### config.mk
export PLATFORM = sky130hd
export DESIGN_NAME = main_pll_master_clock_ctrl
export DESIGN_NICKNAME = d
export VERILOG_FILES = /design/src/inc/clk_ctrl_pkg.sv /design/src/core/main_pll_master_clock_ctrl.sv
export VERILOG_INCLUDE_DIRS = /design/src /design/src/inc
export SDC_FILE = /design/constraint.sdc
export NUM_CORES = 1
export LEC_CHECK = 0
export BUFFER_PORTS_ARGS = -buffer_cell sky130_fd_sc_hd__buf_4
export CAP_MARGIN = 10
export CELL_PAD_IN_SITES_DETAIL_PLACEMENT = 0
export CELL_PAD_IN_SITES_GLOBAL_PLACEMENT = 1
export CORE_MARGIN = 4
export CORE_UTILIZATION = 45
export DETAILED_ROUTE_END_ITERATION = 7
export GPL_TIMING_DRIVEN = 1
export PLACE_DENSITY_LB_ADDON = 0.1
export SLEW_MARGIN = 10
export SYNTH_ARGS = -nofsm -noshare
export SYNTH_HDL_FRONTEND = slang
export SYNTH_SLANG_ARGS = --single-unit
### constraint.sdc
create_clock -name clk -period 5.1 [get_ports clk]
set_clock_uncertainty 0.15 [all_clocks]
set_input_delay 0.255 -clock clk [delete_from_list [all_inputs] [get_ports clk]]
set_output_delay 0.255 -clock clk [all_outputs]
set_load 0.02 [all_outputs]
### src/inc/clk_ctrl_defs.svh
// Register offsets, field positions, status bit positions and timing counts
`ifndef CLK_CTRL_DEFS_SVH
`define CLK_CTRL_DEFS_SVH
`define OFS_MAIN_OSC    8'h00
`define OFS_MAIN_FREQ   8'h04
`define OFS_PLL_A       8'h08
`define OFS_USB_PLL     8'h0c
`define OFS_MASTER_CLK  8'h10
`define OFS_STATUS      8'h14
`define OFS_INT_MASK    8'h18
`define OFS_FAST_WAKE   8'h1c
`define OFS_MAIN_OSC_ST 8'h20
// main_osc_reg fields
`define MOR_SEL_BIT     0
`define MOR_RCF_LSB     1
// main_freq_reg fields
`define MCFR_RDY_BIT    16
// pll_a_reg fields
`define PLL_DIV_LSB     0
`define PLL_CNT_LSB     8
`define PLL_MUL_LSB     16
// master_clock_reg fields
`define MCK_CSS_LSB     0
`define MCK_MASTER_SCALER_LSB    4
`define MCK_HALF_BIT    12
// status / mask bit positions
`define ST_SWITCH_DONE  0
`define ST_PLL_A        1
`define ST_USB_PLL      2
`define ST_MCK          3
`define ST_FREQ_RDY     4
`define ST_RC_STABLE    5
`define ST_XT_STABLE    6
`define ST_SLEEP        7
// Frequency gate length in slow falls counted after the opening slow rise
`define FREQ_GATE_PER   5'd16
`define USB_SLOW_DIV    3'd7
`define MASTER_SCALER_DIV3       3'd7
`endif

### src/inc/clk_ctrl_pkg.sv
// Types shared by the clock controller
package clk_ctrl_pkg;
  typedef enum logic [1:0] {
    SRC_SLOW, SRC_MAIN, SRC_PLL_A, SRC_USB
  } master_src_t;
  typedef enum {FC_IDLE, FC_ARM, FC_RUN, FC_DONE} freq_state_t;
endpackage : clk_ctrl_pkg

### src/core/main_pll_master_clock_ctrl.sv
// Clock generation and master clock control core
//
// The AXI4-Lite slave port and the register offsets are this design's own decisions.
`timescale 1ns/1ns
`include "clk_ctrl_defs.svh"
// Summary of operation
// - Glitch-free main source switch on select bit
// - Switch-done flag, may raise interrupt
// - Fast RC default and forced in Wait
// - Counter restarts after slow rise on events
// - Sixteenth slow fall stops counter, sets ready
// - Count field holds main cycles per window
// - Divider 1..255; zero holds outputs low
// - Divider ratio resets to zero
// - PLL output equals source times (mul+1)/div
// - Zero feedback factor disables the PLL
// - PLL settle count reload, slow decrement
// - Half-select divides PLL clock by two
// - USB PLL settle count at slow/8
// - Master source select, prescale 1..64 or 3
// - Master clock write clears settled flag
// - Wait instruction with low power zero sleeps
// - Processor clock woken by interrupt or reset
// - Instruction completes; bus keeps being served
module main_pll_master_clock_ctrl (
  // Clock and reset
  input  wire logic        clk,
  input  wire logic        rst_n,
  // AXI4-Lite slave
  input  wire logic [7:0]  s_axi_awaddr,
  input  wire logic        s_axi_awvalid,
  output logic             s_axi_awready,
  input  wire logic [31:0] s_axi_wdata,
  input  wire logic [3:0]  s_axi_wstrb,
  input  wire logic        s_axi_wvalid,
  output logic             s_axi_wready,
  output logic [1:0]       s_axi_bresp,
  output logic             s_axi_bvalid,
  input  wire logic        s_axi_bready,
  input  wire logic [7:0]  s_axi_araddr,
  input  wire logic        s_axi_arvalid,
  output logic             s_axi_arready,
  output logic [31:0]      s_axi_rdata,
  output logic [1:0]       s_axi_rresp,
  output logic             s_axi_rvalid,
  input  wire logic        s_axi_rready,
  // Oscillator and clock levels from outside the domain
  input  wire logic        slow_clock_signal,
  input  wire logic        main_clock_signal,
  input  wire logic        fast_rc_stable,
  input  wire logic        crystal_stable,
  input  wire logic        wait_mode,
  // Processor handshake
  input  wire logic        wait_instr,
  input  wire logic        instr_done,
  input  wire logic        wake_irq,
  // Generated controls
  output logic             main_source_select,
  output logic [1:0]       fast_rc_freq_sel,
  output logic [7:0]       pll_a_input_ratio,
  output logic [10:0]      pll_a_feedback_factor,
  output logic             pll_a_on,
  output logic             usb_pll_on,
  output clk_ctrl_pkg::master_src_t master_source_sel,
  output logic [2:0]       master_scaler,
  output logic             pll_a_half_select,
  output logic             cpu_clock_en,
  output logic             irq
);
  import clk_ctrl_pkg::*;

  parameter int FREQ_W = 16;

  ////////////////////////////////////////////////////////////////////////
  // Synchronisers for asynchronous levels
  logic [5:0] sync1_q;
  logic [5:0] sync2_q;
  wire  [5:0] async_in = {wait_mode, crystal_stable, fast_rc_stable,
                          main_clock_signal, slow_clock_signal, 1'b0};
  always_ff @(posedge clk) begin
    sync1_q <= async_in;
    sync2_q <= sync1_q;
  end
  wire slow_s = sync2_q[1];
  wire main_s = sync2_q[2];
  wire rc_st  = sync2_q[3];
  wire xt_st  = sync2_q[4];
  wire wait_s = sync2_q[5];

  logic slow_d1_q;
  logic main_d1_q;
  always_ff @(posedge clk) begin
    slow_d1_q <= slow_s;
    main_d1_q <= main_s;
  end
  wire slow_rise = slow_s & ~slow_d1_q;
  wire slow_fall = ~slow_s & slow_d1_q;
  wire main_rise = main_s & ~main_d1_q;

  ////////////////////////////////////////////////////////////////////////
  // AXI4-Lite slave, one write and one read at a time
  logic        aw_hold_q;
  logic        w_hold_q;
  logic [7:0]  awaddr_q;
  logic [31:0] wdata_q;
  wire wr_go = aw_hold_q & w_hold_q & ~s_axi_bvalid;
  always_ff @(posedge clk) begin
    if (!rst_n) begin
      aw_hold_q <= 1'b0;
      w_hold_q  <= 1'b0;
      awaddr_q  <= 8'h00;
      wdata_q   <= 32'h0;
      s_axi_bvalid <= 1'b0;
    end else begin
      if (s_axi_awvalid && s_axi_awready) begin
        aw_hold_q <= 1'b1;
        awaddr_q  <= s_axi_awaddr;
      end else if (wr_go) aw_hold_q <= 1'b0;
      if (s_axi_wvalid && s_axi_wready) begin
        w_hold_q <= 1'b1;
        wdata_q  <= s_axi_wdata;
      end else if (wr_go) w_hold_q <= 1'b0;
      if (wr_go) s_axi_bvalid <= 1'b1;
      else if (s_axi_bready) s_axi_bvalid <= 1'b0;
    end
  end
  assign s_axi_awready = ~aw_hold_q;
  assign s_axi_wready  = ~w_hold_q;
  assign s_axi_bresp   = 2'b00;

  // Decode helper reused by write strobes
  function automatic logic hit(input logic [7:0] a, input logic [7:0] o);
    hit = (a[7:2] == o[7:2]);
  endfunction : hit
  wire wr_mor  = wr_go & hit(awaddr_q, `OFS_MAIN_OSC);
  wire wr_pll  = wr_go & hit(awaddr_q, `OFS_PLL_A);
  wire wr_usb  = wr_go & hit(awaddr_q, `OFS_USB_PLL);
  wire wr_mck  = wr_go & hit(awaddr_q, `OFS_MASTER_CLK);
  wire wr_imr  = wr_go & hit(awaddr_q, `OFS_INT_MASK);
  wire wr_fsm  = wr_go & hit(awaddr_q, `OFS_FAST_WAKE);

  ////////////////////////////////////////////////////////////////////////
  // Configuration registers
  logic        sel_q;
  logic [1:0]  rcf_q;
  logic [7:0]  div_q;
  logic [7:0]  pcnt_q;
  logic [10:0] mul_q;
  logic        upll_en_q;
  logic [7:0]  ucnt_q;
  logic [1:0]  css_q;
  logic [2:0]  master_scaler_q;
  logic        half_q;
  logic [3:0]  imr_q;
  logic        lpm_q;
  always_ff @(posedge clk) begin
    if (!rst_n) begin
      sel_q <= 1'b0;
      rcf_q <= 2'b00;
      div_q <= 8'h00;
      pcnt_q <= 8'h00;
      mul_q <= 11'h0;
      upll_en_q <= 1'b0;
      ucnt_q <= 8'h00;
      css_q <= 2'b01;
      master_scaler_q <= 3'b000;
      half_q <= 1'b0;
      imr_q <= 4'h0;
      lpm_q <= 1'b0;
    end else begin
      if (wait_s) sel_q <= 1'b0;
      else if (wr_mor) sel_q <= wdata_q[`MOR_SEL_BIT];
      if (wr_mor) rcf_q <= wdata_q[`MOR_RCF_LSB +: 2];
      if (wr_pll) begin
        div_q  <= wdata_q[`PLL_DIV_LSB +: 8];
        pcnt_q <= wdata_q[`PLL_CNT_LSB +: 8];
        mul_q  <= wdata_q[`PLL_MUL_LSB +: 11];
      end
      if (wr_usb) begin
        upll_en_q <= wdata_q[0];
        ucnt_q    <= wdata_q[`PLL_CNT_LSB +: 8];
      end
      if (wr_mck) begin
        css_q  <= wdata_q[`MCK_CSS_LSB +: 2];
        master_scaler_q <= wdata_q[`MCK_MASTER_SCALER_LSB +: 3];
        half_q <= wdata_q[`MCK_HALF_BIT];
      end
      if (wr_imr) imr_q <= wdata_q[3:0];
      if (wr_fsm) lpm_q <= wdata_q[0];
    end
  end

  ////////////////////////////////////////////////////////////////////////
  // switch done after source settles
  logic sel_out_q;
  logic swdone_q;
  wire  sel_chg = (sel_q != sel_out_q);
  wire  new_stable = sel_q ? xt_st : rc_st;
  always_ff @(posedge clk) begin
    if (!rst_n) begin
      sel_out_q <= 1'b0;
      swdone_q  <= 1'b1;
    end else if (sel_chg) begin
      // Hold until target is stable to avoid a runt clock
      swdone_q <= 1'b0;
      if (new_stable) sel_out_q <= sel_q;
    end else begin
      swdone_q <= 1'b1;
    end
  end

  ////////////////////////////////////////////////////////////////////////
  // frequency counter restart events
  logic        stable_d_q;
  logic        sel_out_d_q;
  freq_state_t fc_q;
  logic [4:0]  falls_q;
  logic [FREQ_W-1:0] fcount_q;
  logic        frdy_q;
  wire fc_evt = (new_stable & ~stable_d_q & ~sel_chg)
              | (sel_out_q != sel_out_d_q);
  always_ff @(posedge clk) begin
    if (!rst_n) begin
      stable_d_q <= 1'b0;
      sel_out_d_q <= 1'b0;
      fc_q <= FC_IDLE;
      falls_q <= 5'd0;
      fcount_q <= '0;
      frdy_q <= 1'b0;
    end else begin
      stable_d_q <= new_stable;
      sel_out_d_q <= sel_out_q;
      if (fc_evt) begin
        fc_q <= FC_ARM;
        frdy_q <= 1'b0;
      end else begin
        case (fc_q)
          FC_ARM: if (slow_rise) begin
            fc_q <= FC_RUN;
            fcount_q <= '0;
            falls_q <= 5'd0;
          end
          FC_RUN: begin
            if (main_rise) fcount_q <= fcount_q + 1'b1;
            if (slow_fall) falls_q <= falls_q + 5'd1;
            if (slow_fall && falls_q == `FREQ_GATE_PER - 5'd1) begin
              fc_q <= FC_DONE;
              frdy_q <= 1'b1;
            end
          end
          FC_IDLE, FC_DONE: fc_q <= fc_q;
          default: fc_q <= FC_IDLE;
        endcase
      end
    end
  end

  ////////////////////////////////////////////////////////////////////////
  // PLL settle counter
  logic [7:0] pll_cnt_q;
  logic       pll_lock_q;
  logic       pll_busy_q;
  wire pll_en = (mul_q != 11'h0) & (div_q != 8'h00);
  always_ff @(posedge clk) begin
    if (!rst_n) begin
      pll_cnt_q <= 8'h00;
      pll_lock_q <= 1'b0;
      pll_busy_q <= 1'b0;
    end else if (wr_pll) begin
      pll_lock_q <= 1'b0;
      pll_busy_q <= 1'b1;
      pll_cnt_q  <= wdata_q[`PLL_CNT_LSB +: 8];
    end else if (pll_busy_q && pll_en) begin
      if (pll_cnt_q == 8'h00) begin
        pll_lock_q <= 1'b1;
        pll_busy_q <= 1'b0;
      end else if (slow_rise) pll_cnt_q <= pll_cnt_q - 8'h01;
    end
  end

  ////////////////////////////////////////////////////////////////////////
  // USB settle at slow/8
  logic [2:0] upre_q;
  logic [7:0] ucnt_run_q;
  logic       ulock_q;
  always_ff @(posedge clk) begin
    if (!rst_n) begin
      upre_q <= 3'd0;
      ucnt_run_q <= 8'h00;
      ulock_q <= 1'b0;
    end else if (wr_usb) begin
      upre_q <= 3'd0;
      ucnt_run_q <= wdata_q[`PLL_CNT_LSB +: 8];
      ulock_q <= 1'b0;
    end else if (upll_en_q && !ulock_q) begin
      if (ucnt_run_q == 8'h00) ulock_q <= 1'b1;
      else if (slow_rise) begin
        upre_q <= upre_q + 3'd1;
        if (upre_q == `USB_SLOW_DIV) ucnt_run_q <= ucnt_run_q - 8'h01;
      end
    end
  end

  ////////////////////////////////////////////////////////////////////////
  // master clock settle: wait one slow edge
  logic mck_rdy_q;
  always_ff @(posedge clk) begin
    if (!rst_n) mck_rdy_q <= 1'b1;
    else if (wr_mck) mck_rdy_q <= 1'b0;
    else if (slow_rise) mck_rdy_q <= 1'b1;
  end

  ////////////////////////////////////////////////////////////////////////
  // sleep on wait instruction
  logic sleep_pend_q;
  logic cpu_en_q;
  always_ff @(posedge clk) begin
    if (!rst_n) begin
      sleep_pend_q <= 1'b0;
      cpu_en_q <= 1'b1;
    end else if (wake_irq) begin
      sleep_pend_q <= 1'b0;
      cpu_en_q <= 1'b1;
    end else if (wait_instr && !lpm_q && cpu_en_q) begin
      sleep_pend_q <= 1'b1;
    end else if (sleep_pend_q && instr_done) begin
      // stop after instruction; bus side unaffected
      sleep_pend_q <= 1'b0;
      cpu_en_q <= 1'b0;
    end
  end

  ////////////////////////////////////////////////////////////////////////
  // Status, interrupt and outputs
  wire [3:0] flags = {mck_rdy_q, ulock_q, pll_lock_q, swdone_q};
  wire [31:0] status = {24'h0, ~cpu_en_q, xt_st, rc_st, frdy_q, flags};
  logic irq_q;
  always_ff @(posedge clk) begin
    if (!rst_n) irq_q <= 1'b0;
    else irq_q <= |(flags & imr_q);
  end

  // Read mux
  logic [31:0] rmux;
  always_comb begin
    rmux = 32'h0;
    case (s_axi_araddr[7:2])
      6'h00: rmux = {29'h0, rcf_q, sel_q};
      6'h01: rmux = {15'h0, frdy_q, fcount_q};
      6'h02: rmux = {5'h0, mul_q, pcnt_q, div_q};
      6'h03: rmux = {16'h0, ucnt_q, 7'h0, upll_en_q};
      6'h04: rmux = {19'h0, half_q, 5'h0, master_scaler_q, 2'h0, css_q};
      6'h05: rmux = status;
      6'h06: rmux = {28'h0, imr_q};
      6'h07: rmux = {31'h0, lpm_q};
      default: rmux = 32'h0;
    endcase
  end
  wire rd_ok = s_axi_araddr[7:2] <= 6'h07;
  always_ff @(posedge clk) begin
    if (!rst_n) begin
      s_axi_rvalid <= 1'b0;
      s_axi_rdata  <= 32'h0;
      s_axi_rresp  <= 2'b00;
    end else if (s_axi_arvalid && s_axi_arready) begin
      s_axi_rvalid <= 1'b1;
      s_axi_rdata  <= rmux;
      s_axi_rresp  <= rd_ok ? 2'b00 : 2'b10;
    end else if (s_axi_rready) s_axi_rvalid <= 1'b0;
  end
  assign s_axi_arready = ~s_axi_rvalid;

  // Registered control outputs
  always_ff @(posedge clk) begin
    if (!rst_n) begin
      main_source_select <= 1'b0;
      fast_rc_freq_sel <= 2'b00;
      pll_a_input_ratio <= 8'h00;
      pll_a_feedback_factor <= 11'h0;
      pll_a_on <= 1'b0;
      usb_pll_on <= 1'b0;
      master_source_sel <= SRC_MAIN;
      master_scaler <= 3'b000;
      pll_a_half_select <= 1'b0;
      cpu_clock_en <= 1'b1;
      irq <= 1'b0;
    end else begin
      main_source_select <= sel_out_q;
      fast_rc_freq_sel <= rcf_q;
      pll_a_input_ratio <= div_q;
      pll_a_feedback_factor <= mul_q;
      pll_a_on <= pll_en;
      usb_pll_on <= upll_en_q;
      master_source_sel <= master_src_t'(css_q);
      master_scaler <= master_scaler_q;
      pll_a_half_select <= half_q;
      cpu_clock_en <= cpu_en_q;
      irq <= irq_q;
    end
  end

  ////////////////////////////////////////////////////////////////////////
  // Assertions
  a_mck_clear: assert property (@(posedge clk) disable iff (!rst_n)
    wr_mck |=> !mck_rdy_q) else $error("mck flag not cleared");
  a_pll_clear: assert property (@(posedge clk) disable iff (!rst_n)
    wr_pll |=> !pll_lock_q) else $error("pll flag not cleared");
  a_usb_clear: assert property (@(posedge clk) disable iff (!rst_n)
    wr_usb |=> !ulock_q) else $error("usb flag not cleared");
  a_wait_rc: assert property (@(posedge clk) disable iff (!rst_n)
    wait_s |=> !sel_q) else $error("wait did not force rc");
  a_irq_mask: assert property (@(posedge clk) disable iff (!rst_n)
    (imr_q == 4'h0) |=> ##1 !irq) else $error("irq while masked");
  a_sleep_lpm: assert property (@(posedge clk) disable iff (!rst_n)
    $fell(cpu_en_q) |-> $past(sleep_pend_q) && !lpm_q)
    else $error("bad sleep entry");
  a_wake_irq: assert property (@(posedge clk) disable iff (!rst_n)
    wake_irq |=> cpu_en_q) else $error("no wake on irq");
  a_freq_rdy: assert property (@(posedge clk) disable iff (!rst_n)
    $rose(frdy_q) |-> $past(slow_fall) && $past(falls_q) == 5'd15)
    else $error("ready not on 16th fall");
  c_sleep: cover property (@(posedge clk) $fell(cpu_en_q));
  c_lock: cover property (@(posedge clk) $rose(pll_lock_q));
  c_freq: cover property (@(posedge clk) $rose(frdy_q));
endmodule : main_pll_master_clock_ctrl

==> impl_metrics.toml <==
[placement]
dpl.hpwl_um = 14900
finalWeightedCongestion = 0.819
port_buffers = 118
dpl_worst_slack_ps = 2140

[die]
die_w_um = 144
io_pins = 140
initial_core_util_pct = 46.0
die_area_mm2 = 0.0207
num_rows = 49
core-area_mm2 = 0.0180
die_h_um = 144

[grt]
grt_pass1_vias = 6471
antenna_found_initial = 0
grt_max_degree = 79
grt_pass1_wl_um = 34500
grt_overflow = 0
grtUsageTotal_pct = 20.9

[setup_path]
end_kind = "flop"
critPathMaxFanout = 28
crit_type = "reg -> reg"
critPathArrivalTime_ps = 3210
start_kind = "flop"
critPathRequiredTime_ps = 5370
slowest_stage = "and2_1"
crit_path_cell_trace = "or4_1 > nor3_1 > and2_1 > nand2_1 > o221ai_1"
reg2reg_depth = 5
cp_slowest_stage_delay_ps = 990

[clock_network]
htreeDepth = 1
cts.clk_slew.worst_paths_ps = 60
clock_latency_ps = 500
clockBufferDepth = 3
cts_tree = "done"
holdBufCountCts = 46
cts_setup_buffers = 0
clock-sinks = 212
cts_buffers = 23
cts-resized-gates = 0
cts_root_buf = "clkbuf_16"

[synth]
synth_area_mm2 = 0.00829
synth_most_common_cell = "dfxtp_1"
ys_seq_area_share_pct = 51.2
synth_ff_type = "dfxtp_1"
synth_cell_types = 56
synth_edf_count = 0
synth.top_cell.area_share_pct = 51.2
netlist_top_cells_area = "dfxtp_1 51%, nand2_1 8.4%, a21oi_1 6.8%, o21ai_0 3.0%, mux2i_1 2.9%"
synth.avg_cell_area_um2 = 8.73
syn_inst = 950
synth-seq-cells = 212
yosys_warnings = 0
ys_async_sr_fraction_pct = 0
ys_top_cells_by_count = "212 x dfxtp_1, 185 x nand2_1, 112 x a21oi_1"
synth_top_cell_by_area = "dfxtp_1"

[routing]
first_pass_iters = 5
wl_um = 21900
vias = 7012
via_per_inst = 5.27
ant_nets = 0
drtIter0Drc = 386
drc = 0
wl_per_cell_um = 16.4

[min_path]
hold_path.class = "in -> reg"
holdPathStages = 4

[timing]
period_needed_ps = 2940
period_share_pct = 57.7
finalSetupViolCount = 0
tightest_slew_ps = 1200
hold_viol = 0
slew_viol_final = 0
worst_slack_ps = 2160
relSlewSlack_pct = 19.8
finalSetupTns_ps = 0
rsz0062_at_grt = "false"
timing.fmax_mhz = 340

[final_layout]
drive_above_1_share_pct = 15.9
regArea_mm2 = 0.00424
num_antenna_cells = 0
area_growth_pct = 25.6
nets = 1165
fill_cells = 1686
multi_input_area_mm2 = 0.00372

[pwr]
p_leak_nw = 4.06
ir_drop_v = 0.000286
power.density_mw_per_mm2 = 338

[flow_run]
cap_viol_max_count = 0

[run_status]
status = "complete, no violations"
-- state kept, by name, indices dropped and copies added, names as in the netlist, 6 cells and up --
signal	cells
awaddr_q	6
ucnt_q	8
ucnt_run_q	8
div_q	8
mul_q	11
wdata_q	27
pcnt_q	8
pll_a_feedback_factor	11
fcount_q	16
s_axi_rdata	27
pll_cnt_q	8
pll_a_input_ratio	8
-- cells in the final DEF (no fill, tap or decap), drive strengths merged, types with 5 or more instances in the layout --
cell,count
dfxtp,212
nand2,185
buf,121
a21oi,112
nor2,53
o21ai,51
dlygate4sd3,46
clkbuf,32
and2,31
nand3,25
mux2i,24
inv,20
or3,16
xor2,13
ha,11
mux2,10
a22oi,10
nand4,10
or4,9
nor2b,9
nor3,8
conb,8
clkinv,7
nor4,7
a222oi,6
a31oi,6
nand2b,6
xnor2,6
or2,5
-- report_power, final --
group | total, mW | leakage (nW) | switching (mW) | internal [mW]
clock network | 1.58 | 0.354 | 0.652 | 0.925
registers | 1.72 | 1.72 | 0.0295 | 1.69
logic | 0.223 | 1.99 | 0.130 | 0.0929
total | 3.52 | 4.06 | 0.812 | 2.71
-- cell families after synthesis --
kind of cell               Yosys count  share of synthesized area [%]
and+or+nand+nor                    384                           22.3
DFF                                212                           51.2
AOI/OAI and AO/OA                  206                           14.0
buffers and inverters               82                           4.27
muxes                               35                           4.53
xor gates and xnor gates            19                           2.01
adders and majority gates           11                           1.66
other                                1                         0.0452
-- routing by layer --
metal	GRT usage, %	part of all wire (%)	up-vias
met5	0	0	-
met4	4.21	1.4	0
met3	2.90	5.3	23
met2	33.6	46	175
met1	30.2	47	3290
li1	-	-	3524
-- area by class of cell --
type	instances	share of cell area, %
timing repair buffer	167	13.2
sequential	212	40.8
inverter	20	0.733
clock inverter	8	0.697
tap	229	2.75
clock buffer	32	6.14
multi-input combinational	663	35.7
-- worst paths after layout --
path	startpoint	endpoint	slack, ps
max	s_axi_bvalid$_SDFFE_PN0P_	pll_cnt_q[1]$_SDFFE_PN0P_	2160
min	wait_instr	cpu_en_q$_SDFFE_PP1P_	40
min reg2reg	sync1_q[5]$_DFF_P_	sync2_q[5]$_DFF_P_	170
max reg2reg	s_axi_bvalid$_SDFFE_PN0P_	pll_cnt_q[1]$_SDFFE_PN0P_	2160
-- worst max-delay path, delay by kind of cell (launching register included) --
kind	cells	cell delay (ps)
compound gates	1	220
flops	1	330
simple gates	4	2150
-- stage by stage --
stage                     power (mW)  std cells  hold slack, ps  utilization (%)  instance area [µm²]
after floorplan                 1.87        957             133                -                 8320
after global placement          1.95       1245             161             51.2                 9240
after detailed placement        1.95       1245             164             51.2                 9240
after CTS                       3.56       1331            28.8             57.7                10400
after global routing            3.64       1331            78.2             57.7                10400
final                           3.52       1331            43.0             57.7                10400
No activity file was read; power rests on OpenSTA's default activity.
